File: src/sn_pkg.sv
package sn_pkg;

    localparam logic [7:0] OP_WREN  = 8'h06;
    localparam logic [7:0] OP_VWREN = 8'h50;
    localparam logic [7:0] OP_WRDI  = 8'h04;
    localparam logic [7:0] OP_WSR1  = 8'h01;
    localparam logic [7:0] OP_WSR2  = 8'h31;
    localparam logic [7:0] OP_WSR3  = 8'h11;
    localparam logic [7:0] OP_RSR1  = 8'h05;
    localparam logic [7:0] OP_RSR2  = 8'h35;
    localparam logic [7:0] OP_RSR3  = 8'h15;
    localparam logic [7:0] OP_READ  = 8'h03;
    localparam logic [7:0] OP_FAST  = 8'h0b;
    localparam logic [7:0] OP_DOUT  = 8'h3b;
    localparam logic [7:0] OP_QOUT  = 8'h6b;
    localparam logic [7:0] OP_DIO   = 8'hbb;
    localparam logic [7:0] OP_QIO   = 8'heb;

    // status field layout
    localparam int         SR1_BUSY   = 0;
    localparam int         SR1_WEL    = 1;
    localparam logic [7:0] SR1_WMASK  = 8'h7c;
    localparam logic [7:0] SR2_WMASK  = 8'h7b;
    localparam logic [7:0] SR3_WMASK  = 8'h64;
    localparam logic [7:0] SR2_QE     = 8'h02;
    localparam logic [7:0] SR2_SRL    = 8'h01;
    localparam logic [7:0] SR2_LB     = 8'h38;
    localparam logic [7:0] SR1_RST    = 8'h00;
    localparam logic [7:0] SR2_RST    = 8'h00;
    localparam logic [7:0] SR3_RST    = 8'h00;

    // frame lengths in bits and clocks
    localparam logic [4:0] OP_BITS    = 5'h08;
    localparam logic [4:0] ADDR_BITS  = 5'h18;
    localparam logic [4:0] MODE_BITS  = 5'h08;
    localparam logic [4:0] DUMMY_LONG = 5'h08;
    localparam logic [4:0] DUMMY_IO   = 5'h04;
    localparam logic [4:0] SWR_ONE    = 5'h08;
    localparam logic [4:0] SWR_TWO    = 5'h10;
    localparam logic [3:0] BYTE_BITS  = 4'h8;

    localparam int CLK_PERIOD_NS       = 5;
    localparam int STATUS_WRITE_TIME_NS = 1000000;

    typedef enum logic [3:0] {
        ST_OP, ST_ADDR, ST_MODE, ST_DUMMY, ST_DATA,
        ST_SRD, ST_SWR, ST_DONE, ST_IGN
    } sn_state_e;

    typedef enum logic [1:0] {LN1, LN2, LN4} sn_lanes_e;

endpackage

File: src/sn_flash_cmd.sv
`timescale 1ns/1ps
`default_nettype none
module sn_flash_cmd #(
    parameter int STATUS_WRITE_TIME_NS = sn_pkg::STATUS_WRITE_TIME_NS,
    parameter bit QE_FIXED             = 1'b0
) (
    input  wire logic        clk,
    input  wire logic        rst,
    input  wire logic        sw_reset,
    input  wire logic        cs_n,
    input  wire logic        sclk,
    input  wire logic [3:0]  io_in,
    output logic      [3:0]  io_out,
    output logic      [3:0]  io_oe,
    output logic      [23:0] mem_addr,
    input  wire logic [7:0]  mem_rdata,
    output logic      [7:0]  status_one,
    output logic      [7:0]  status_two,
    output logic      [7:0]  status_three,
    output logic             busy
);
    import sn_pkg::*;

    localparam int TW_RAW = STATUS_WRITE_TIME_NS / CLK_PERIOD_NS;
    localparam int TW_CYC = (TW_RAW < 1) ? 1 : TW_RAW;
    localparam logic [7:0] SR2_BOOT = QE_FIXED ? (SR2_RST | SR2_QE) : SR2_RST;
    localparam logic [7:0] QE_KEEP  = QE_FIXED ? SR2_QE : 8'h00;

    // ------------------------------------------------------------
    // pin sampling and edge detection
    // ------------------------------------------------------------
    logic [5:0] pins_s;
    logic       cs_s;
    logic       sck_s;
    logic [3:0] io_s;
    logic       cs_q;
    logic       sck_q;
    logic       cs_rise;
    logic       sck_rise;
    logic       sck_fall;

    sn_sync #(
        .W       (6),
        .RST_VAL (6'h20)
    ) u_sync (
        .clk (clk),
        .rst (rst),
        .d   ({cs_n, sclk, io_in}),
        .q   (pins_s)
    );

    assign cs_s  = pins_s[5];
    assign sck_s = pins_s[4];
    assign io_s  = pins_s[3:0];

    always_ff @(posedge clk) begin
        if (rst) begin
            cs_q  <= 1'b1;
            sck_q <= 1'b0;
        end else begin
            cs_q  <= cs_s;
            sck_q <= sck_s;
        end
    end

    assign cs_rise  = cs_s && !cs_q;
    assign sck_rise = !cs_s && sck_s && !sck_q;
    assign sck_fall = !cs_s && !sck_s && sck_q;

    // ------------------------------------------------------------
    // state declarations
    // ------------------------------------------------------------
    sn_state_e  st_r;
    sn_state_e  dec_st;
    sn_lanes_e  alanes_r;
    sn_lanes_e  olanes_r;
    sn_lanes_e  dec_al;
    sn_lanes_e  dec_ol;
    sn_lanes_e  cur_ol;
    logic [4:0] dec_dum;
    logic       dec_mode;
    logic [7:0] op_r;
    logic [7:0] op_nxt;
    logic [4:0] cnt_r;
    logic [4:0] dummy_r;
    logic       mode_r;
    logic [15:0] swr_r;
    logic [23:0] addr_r;
    logic [23:0] addr_nxt;
    logic [7:0] osh_r;
    logic [3:0] left_r;
    logic [7:0] out_src;
    logic [7:0] out_cur;
    logic [3:0] out_n;
    logic [7:0] vol1_r;
    logic [7:0] vol2_r;
    logic [7:0] vol3_r;
    logic [7:0] nv1_r;
    logic [7:0] nv2_r;
    logic [7:0] nv3_r;
    logic [7:0] sr1_live;
    logic       wel_r;
    logic       vol_en_r;
    logic       qe;
    logic       swr_ok;
    logic       swr_two;
    logic       nv_go;
    logic       wr_done;
    logic [7:0] wr1;
    logic [7:0] wr2;
    logic [7:0] wr3;
    logic [7:0] m1;
    logic [7:0] m2;
    logic [7:0] m3;
    logic [7:0] stick2;

    function automatic logic [4:0] sn_edges(sn_lanes_e ln, logic [4:0] nbits);
        case (ln)
            LN2:     return nbits >> 1;
            LN4:     return nbits >> 2;
            default: return nbits;
        endcase
    endfunction

    function automatic logic [7:0] sn_merge(logic [7:0] old, logic [7:0] wr,
                                            logic [7:0] mask, logic [7:0] stick);
        return ((old & ~mask) | (wr & mask)) | (old & stick);
    endfunction

    assign qe       = vol2_r[1];
    assign sr1_live = {vol1_r[7:2], wel_r, busy};
    assign op_nxt   = {op_r[6:0], io_s[0]};

    // ------------------------------------------------------------
    // opcode decode
    // ------------------------------------------------------------
    always_comb begin
        dec_st   = ST_IGN;
        dec_al   = LN1;
        dec_ol   = LN1;
        dec_dum  = '0;
        dec_mode = 1'b0;
        case (op_nxt)
            OP_WREN, OP_VWREN, OP_WRDI: begin
                dec_st = ST_DONE;
            end
            OP_WSR1, OP_WSR2, OP_WSR3: begin
                if (wel_r || vol_en_r) begin
                    dec_st = ST_SWR;
                end
            end
            OP_RSR1, OP_RSR2, OP_RSR3: begin
                dec_st = ST_SRD;
            end
            OP_READ: begin
                // this die has no multi-line command mode, so standard mode always holds
                dec_st = ST_ADDR;
            end
            OP_FAST: begin
                dec_st  = ST_ADDR;
                dec_dum = DUMMY_LONG;
            end
            OP_DOUT: begin
                dec_st  = ST_ADDR;
                dec_ol  = LN2;
                dec_dum = DUMMY_LONG;
            end
            OP_QOUT: begin
                if (qe) begin
                    dec_st  = ST_ADDR;
                    dec_ol  = LN4;
                    dec_dum = DUMMY_LONG;
                end
            end
            OP_DIO: begin
                dec_st   = ST_ADDR;
                dec_al   = LN2;
                dec_ol   = LN2;
                dec_mode = 1'b1;
                dec_dum  = DUMMY_IO;
            end
            OP_QIO: begin
                if (qe) begin
                    dec_st   = ST_ADDR;
                    dec_al   = LN4;
                    dec_ol   = LN4;
                    dec_mode = 1'b1;
                    dec_dum  = DUMMY_IO;
                end
            end
            default: begin
                dec_st = ST_IGN;
            end
        endcase
        // only status reads get through a running cycle
        if (busy && dec_st != ST_SRD) begin
            dec_st = ST_IGN;
        end
    end

    always_comb begin
        case (alanes_r)
            LN2:     addr_nxt = {addr_r[21:0], io_s[1:0]};
            LN4:     addr_nxt = {addr_r[19:0], io_s[3:0]};
            default: addr_nxt = {addr_r[22:0], io_s[0]};
        endcase
    end

    // ------------------------------------------------------------
    // instruction sequencer, rising clock edges
    // ------------------------------------------------------------
    always_ff @(posedge clk) begin
        if (rst || cs_s) begin
            st_r     <= ST_OP;
            cnt_r    <= '0;
            alanes_r <= LN1;
            olanes_r <= LN1;
            dummy_r  <= '0;
            mode_r   <= 1'b0;
        end else if (sck_rise) begin
            case (st_r)
                ST_OP: begin
                    op_r  <= op_nxt;
                    cnt_r <= cnt_r + 5'h01;
                    if (cnt_r == OP_BITS - 5'h01) begin
                        st_r     <= dec_st;
                        cnt_r    <= '0;
                        alanes_r <= dec_al;
                        olanes_r <= dec_ol;
                        dummy_r  <= dec_dum;
                        mode_r   <= dec_mode;
                    end
                end
                ST_ADDR: begin
                    cnt_r <= cnt_r + 5'h01;
                    if (cnt_r == sn_edges(alanes_r, ADDR_BITS) - 5'h01) begin
                        cnt_r <= '0;
                        if (mode_r) begin
                            st_r <= ST_MODE;
                        end else if (dummy_r != '0) begin
                            st_r <= ST_DUMMY;
                        end else begin
                            st_r <= ST_DATA;
                        end
                    end
                end
                ST_MODE: begin
                    // mode byte is taken but continuous mode is not offered
                    cnt_r <= cnt_r + 5'h01;
                    if (cnt_r == sn_edges(alanes_r, MODE_BITS) - 5'h01) begin
                        cnt_r <= '0;
                        st_r  <= ST_DUMMY;
                    end
                end
                ST_DUMMY: begin
                    cnt_r <= cnt_r + 5'h01;
                    if (cnt_r == dummy_r - 5'h01) begin
                        cnt_r <= '0;
                        st_r  <= ST_DATA;
                    end
                end
                ST_SWR: begin
                    swr_r <= {swr_r[14:0], io_s[0]};
                    if (cnt_r <= SWR_TWO) begin
                        cnt_r <= cnt_r + 5'h01;
                    end
                end
                default: begin
                    st_r <= st_r;
                end
            endcase
        end
    end

    // address register: loaded while shifting, stepped per output byte
    always_ff @(posedge clk) begin
        if (rst) begin
            addr_r <= '0;
        end else if (sck_rise && st_r == ST_ADDR) begin
            addr_r <= addr_nxt;
        end else if (sck_fall && st_r == ST_DATA && left_r == '0) begin
            addr_r <= addr_r + 24'h000001;
        end
    end

    assign mem_addr = addr_r;

    // ------------------------------------------------------------
    // output shifter, falling clock edges
    // ------------------------------------------------------------
    always_comb begin
        case (op_r)
            OP_RSR2: out_src = vol2_r;
            OP_RSR3: out_src = vol3_r;
            default: out_src = sr1_live;
        endcase
        if (st_r == ST_DATA) begin
            out_src = mem_rdata;
        end
        cur_ol  = (st_r == ST_SRD) ? LN1 : olanes_r;
        out_cur = (left_r == '0) ? out_src : osh_r;
        case (cur_ol)
            LN2:     out_n = 4'h2;
            LN4:     out_n = 4'h4;
            default: out_n = 4'h1;
        endcase
    end

    always_ff @(posedge clk) begin
        if (rst || cs_s) begin
            io_out <= '0;
            io_oe  <= '0;
            osh_r  <= '0;
            left_r <= '0;
        end else if (sck_fall && (st_r == ST_DATA || st_r == ST_SRD)) begin
            // status byte reloads each time, so it repeats until select rises
            osh_r  <= out_cur << out_n;
            left_r <= ((left_r == '0) ? BYTE_BITS : left_r) - out_n;
            // lines turn around on the first data falling edge only
            case (cur_ol)
                LN2: begin
                    io_out <= {2'b00, out_cur[7:6]};
                    io_oe  <= 4'h3;
                end
                LN4: begin
                    io_out <= out_cur[7:4];
                    io_oe  <= 4'hf;
                end
                default: begin
                    io_out <= {2'b00, out_cur[7], 1'b0};
                    io_oe  <= 4'h2;
                end
            endcase
        end
    end

    // ------------------------------------------------------------
    // status write merge
    // ------------------------------------------------------------
    assign swr_two = (op_r == OP_WSR1) && (cnt_r == SWR_TWO);
    assign swr_ok  = (st_r == ST_SWR) && ((cnt_r == SWR_ONE) || swr_two);
    assign nv_go   = cs_rise && swr_ok && !vol_en_r && wel_r;

    always_comb begin
        m1     = '0;
        m2     = '0;
        m3     = '0;
        wr1    = swr_two ? swr_r[15:8] : swr_r[7:0];
        wr2    = swr_r[7:0];
        wr3    = swr_r[7:0];
        // a byte after opcode 01h lands in register one only
        if (swr_two) begin
            m1 = SR1_WMASK;
            m2 = SR2_WMASK;
        end else if (op_r == OP_WSR1) begin
            m1 = SR1_WMASK;
        end else if (op_r == OP_WSR2) begin
            m2 = SR2_WMASK;
        end else begin
            m3 = SR3_WMASK;
        end
        m2 = m2 & ~QE_KEEP;
        stick2 = SR2_LB | (vol_en_r ? SR2_SRL : 8'h00);
    end

    // ------------------------------------------------------------
    // status registers, both copies
    // ------------------------------------------------------------
    always_ff @(posedge clk) begin
        if (rst) begin
            nv1_r    <= SR1_RST;
            nv2_r    <= SR2_BOOT;
            nv3_r    <= SR3_RST;
            vol1_r   <= SR1_RST;
            vol2_r   <= SR2_BOOT;
            vol3_r   <= SR3_RST;
            wel_r    <= 1'b0;
            vol_en_r <= 1'b0;
        end else if (sw_reset) begin
            vol1_r   <= nv1_r;
            vol2_r   <= nv2_r;
            vol3_r   <= nv3_r;
            wel_r    <= 1'b0;
            vol_en_r <= 1'b0;
        end else begin
            if (wr_done) begin
                wel_r <= 1'b0;
            end
            if (cs_rise && st_r == ST_DONE) begin
                case (op_r)
                    OP_WREN:  wel_r    <= 1'b1;
                    OP_WRDI:  wel_r    <= 1'b0;
                    OP_VWREN: vol_en_r <= 1'b1;
                    default:  vol_en_r <= vol_en_r;
                endcase
            end
            if (cs_rise && swr_ok) begin
                // volatile update lands one clock after select rise; busy also starts then unless volatile write enable was set
                vol1_r <= sn_merge(vol1_r, wr1, m1, 8'h00);
                vol2_r <= sn_merge(vol2_r, wr2, m2, stick2) | QE_KEEP;
                vol3_r <= sn_merge(vol3_r, wr3, m3, 8'h00);
                vol_en_r <= 1'b0;
                if (!vol_en_r) begin
                    nv1_r <= sn_merge(nv1_r, wr1, m1, 8'h00);
                    nv2_r <= sn_merge(nv2_r, wr2, m2, SR2_LB) | QE_KEEP;
                    nv3_r <= sn_merge(nv3_r, wr3, m3, 8'h00);
                end
            end
        end
    end

    sn_timer #(
        .CYCLES (TW_CYC)
    ) u_wtimer (
        .clk   (clk),
        .rst   (rst),
        .start (nv_go),
        .busy  (busy),
        .done  (wr_done)
    );

    always_ff @(posedge clk) begin
        if (rst) begin
            status_one <= SR1_RST;
        end else begin
            status_one <= sr1_live;
        end
    end

    assign status_two   = vol2_r;
    assign status_three = vol3_r;

endmodule // sn_flash_cmd
`default_nettype wire

File: src/sn_sync.sv
`timescale 1ns/1ps
`default_nettype none
module sn_sync #(
    parameter int             W       = 1,
    parameter logic [W-1:0]   RST_VAL = '0
) (
    input  wire logic         clk,
    input  wire logic         rst,
    input  wire logic [W-1:0] d,
    output logic      [W-1:0] q
);
    logic [W-1:0] meta_r;

    // first stage feeds only the second
    always_ff @(posedge clk) begin
        if (rst) begin
            meta_r <= RST_VAL;
            q      <= RST_VAL;
        end else begin
            meta_r <= d;
            q      <= meta_r;
        end
    end
endmodule // sn_sync
`default_nettype wire

File: src/sn_timer.sv
`timescale 1ns/1ps
`default_nettype none
module sn_timer #(
    parameter int CYCLES = 16
) (
    input  wire logic clk,
    input  wire logic rst,
    input  wire logic start,
    output logic      busy,
    output logic      done
);
    localparam int CW = $clog2(CYCLES + 1);
    logic [CW-1:0] cnt_r;

    // a start while running is dropped; the cycle is not restarted
    always_ff @(posedge clk) begin
        if (rst) begin
            cnt_r <= '0;
            busy  <= 1'b0;
            done  <= 1'b0;
        end else begin
            done <= 1'b0;
            if (start && !busy) begin
                cnt_r <= CW'(CYCLES - 1);
                busy  <= 1'b1;
            end else if (busy) begin
                if (cnt_r == '0) begin
                    busy <= 1'b0;
                    done <= 1'b1;
                end else begin
                    cnt_r <= cnt_r - 1'b1;
                end
            end
        end
    end
endmodule // sn_timer
`default_nettype wire

File: config.mk
export PLATFORM = sky130hd
export DESIGN_NAME = sn_flash_cmd
export DESIGN_NICKNAME = d
export VERILOG_FILES = /design/src/sn_pkg.sv /design/src/sn_flash_cmd.sv /design/src/sn_sync.sv /design/src/sn_timer.sv
export SDC_FILE = /design/constraint.sdc
export NUM_CORES = 1
export LEC_CHECK = 0
export BUFFER_PORTS_ARGS = -buffer_cell sky130_fd_sc_hd__buf_4
export CORE_UTILIZATION = 44
export CTS_CLUSTER_SIZE = 14
export DETAILED_ROUTE_END_ITERATION = 7
export SYNTH_ARGS = -nofsm -noshare
export SYNTH_HDL_FRONTEND = slang
export SYNTH_HIERARCHICAL = 1
export SYNTH_SLANG_ARGS = --single-unit
File: constraint.sdc
create_clock -name clk -period 8.4 [get_ports clk]
set_input_delay 1.68 -clock clk [delete_from_list [all_inputs] [get_ports clk]]
set_output_delay 1.68 -clock clk [all_outputs]
set_load 0.005 [all_outputs]
==> metrics <==
main combinational cell family by area after synthesis simple AND/OR/NAND/NOR gates; Final GP Congestion 0.906; Boundary Pins 74; Hold Crit Class reg -> reg; critical path's top delay family compound AO/OA/AOI/OAI gates; Net Sw Frac 0.226; Post-synth EDFFs 23; DRC 0; vias in the first global route 6613; Die Ht 139 um; Post-Synthesis Mean Instance Area 8.85 um^2; dpl hpwl 14600 um; CP Data Required Time 8.75 ns; Die Area 19300 um^2; sequential share of the synthesized area 0.399; headroom to the max-slew limit 0.219; final setup fails 0; XOR/XNOR share of the synthesized area 0.0372; Buf/Inv on CP 2; Fillers 1750; Critical Path Slowest Stage Cell a2111oi_1; CP Class reg -> reg; Post-Place Setup Slack 4.49 ns; grt ovf 0; Psw 0.358 mW; post-CTS resize count 0; post-synth top area share 0.316; critical-path cell list inv_1 -> ha_1 -> buf_4 -> xor2_1 -> o41ai_1 -> a2111oi_1 -> nor2_1 -> nor3_1; CP Launch Type flop; sequential cell area 3290 um^2; Period minus WS final 3.47 ns; P&R area growth vs syn 14.0%; TritonCTS clock tree built; CP max stage delay 1.07 ns; share of post-route cells with drive strength above 1 0.147; num rows 49; Final ANT Viol Nets 0; power per cell area 169 nW/um^2; max-slew violation count 0; synth warn 6; leading area contributor after synthesis dfxtp_1; top post-synthesis cells by count 130 x dfxtp_1, 111 x nor2_1, 61 x a211oi_1, 52 x nand2_1, 50 x clkbuf_1; CTS hold repair buffers 0; post-synthesis mux area share 0.0401; top post-synthesis cells by area dfxtp_1 32%, edfxtp_1 8.4%, a211oi_1 5.6%, nor2_1 5.1%, mux2i_1 2.9%; Pre-antenna DRT Iters 7; initial antenna violation count 0; critical hold path startpoint swr_r[8]; PortBufs 65; final hold vios 0; Primary FF master, synth dfxtp_1; DR WL/cell 17.6 um; RSZ-0062 raised after global routing no; diode count 0; post-route setup slack 4.93 ns; Final Net Count 990; VDD IR-drop max 0.166 mV; clock slew at reported path FFs 0.07 ns; die span in x 139 um; CP arrival 3.82 ns; Compound-Gate Fraction of Synth Area 0.203; 1st-iter DRT viols 561; H-tree level count 4; Setup Buffers After CTS 0; crit-path max FO 26; most frequent cell after synthesis dfxtp_1; number of synthesized register bits 153; Detailed Route WL 21100 um; worst slew pin tran 1.16 ns; status completed; CTS Buf Count 17; clk_skew 0.0104 ns; crit share post-route 0.413; Netlist Area Pre-Place 8240 um^2; clock tree buffer depth 2; Vias/cell 5.89; Leak 3.25 nW; CP Capture Type flop; Synth async-reset ratio 0; Multi-input gate area 4520 um^2; Comb pwr share 0.018; Synth Area in Simple Gates 0.238; Initial Utilization 0.454; vias 7059; internal power 1.23 mW; core area 18100 um^2; post-synth cell types 96; r2r startpoint alanes_r[0]; max cap viols 0; worst setup path start alanes_r[0]; maximum clock rate 0.288 GHz; power share of the sequential group 0.471; Fin Setup TNS 0 ns; Tot GR Track Use 0.225; clock share of power 0.511; Clock Latency Late Sink 0.43 ns; root buf cell clkbuf_16; post-synthesis cell count 932; first-pass GRT wire length 34800 um; pin count of the biggest net entering global routing 61; Post-Synth Adder-Cell Area 0.0267; CTS sink count 153
==> cell families (layout without fill, tap and decap cells) <==
kind of cell,Yosys count,after routing
flops,153,153
compound gates,229,229
other cells,1,8
xor+xnor,35,35
mux,32,32
buf+inv,108,138
simple gates,357,357
fa+ha+maj,17,17
==> worst paths after layout <==
| check | slack [ns] | cells past startpoint | to |
|---|---|---|---|
| worst max register to register | 4.93 | 8 | cnt_r[1] |
| worst max-delay path | 4.93 | 8 | cnt_r[1] |
| worst min-delay path | 0.42 | 0 | swr_r[9] |
| worst min register to register | 0.42 | 0 | swr_r[9] |
==> worst register-to-register path, delay by kind of cell (launching register included) <==
family / cells / cell delay, ns
compound gates: 2 / 1.17
xor+xnor: 1 / 0.17
buf+inv: 2 / 0.48
simple gates: 2 / 0.46
flops: 1 / 0.38
fa+ha+maj: 1 / 0.74
==> registers in the layout, indices dropped and copies added, names as in the netlist, 3 cells and up <==
| register | count |
|---|---|
| cnt_r | 5 |
| io_oe | 3 |
| io_out | 4 |
| left_r | 4 |
| mem_addr | 24 |
| nv1_r | 5 |
| nv2_r | 6 |
| nv3_r | 3 |
| op_r | 8 |
| osh_r | 8 |
| st_r | 4 |
| status_one | 7 |
| status_three | 3 |
| status_two | 6 |
| swr_r | 15 |
| u_sync/meta_r | 6 |
| u_sync/q | 6 |
| u_wtimer/cnt_r | 18 |
| vol1_r | 5 |
==> power groups by stage <==
stage / combinational [mW] / sequential (mW) / clock (mW)
after floorplan: 0.0199 / 0.763 / 0
after global placement: 0.0285 / 0.764 / 0
after detailed placement: 0.0288 / 0.764 / 0
after CTS: 0.0289 / 0.747 / 0.827
after global routing: 0.0316 / 0.747 / 0.852
final: 0.0284 / 0.747 / 0.811
==> layout by cell type, fill, tap and decap left out, types with 6 or more instances in the layout <==
master     count
nor2_1       111
nor2b_1       25
mux2_2         6
a31oi_1       14
nand2b_1       8
nand2_1       52
clkbuf_16     20
o31ai_1        8
buf_4         72
nor3_1        24
xnor2_1       12
nor4_1         9
a211oi_1      61
nand3_1       24
mux2i_1       24
dfxtp_1      130
a22oi_1       26
inv_1         33
or4_1          9
nand4_1       22
a21oi_1       26
ha_1          16
xor2_1        23
and3_1         9
or2_2          6
conb_1         8
or3_1          8
edfxtp_1      23
o21ai_0       22
==> layer usage <==
metal / vias to the layer above / track usage / part of all wire
met3: 17 / 0.0425 / 0.042
li1: 3495 / - / -
met4: 0 / 0.0573 / 0.0080
met2: 157 / 0.353 / 0.46
met5: - / 0 / 0
met1: 3390 / 0.316 / 0.49
==> final cells by class <==
class                      instances  area share
multi-input combinational        678       0.481
inverter                          34      0.0136
timing repair buffer              72      0.0575
tap                              229      0.0305
clock inverter                    11      0.0133
sequential                       153       0.350
clock buffer                      21      0.0536
==> through the flow <==
step / cell area [um^2] / hold slack (ns) / utilization / cells / power (mW)
6_report: 9400 / 0.425 / 0.518 / 1198 / 1.59
5_1_grt: 9400 / 0.430 / 0.518 / 1198 / 1.63
3_5_place_dp: 8770 / 0.408 / 0.483 / 1166 / 0.793
3_3_place_gp: 8770 / 0.405 / 0.483 / 1166 / 0.793
4_1_cts: 9400 / 0.426 / 0.518 / 1198 / 1.60
2_1_floorplan: 8270 / 0.383 / - / 939 / 0.783
Note: power is estimated with default switching activity, not from simulation.
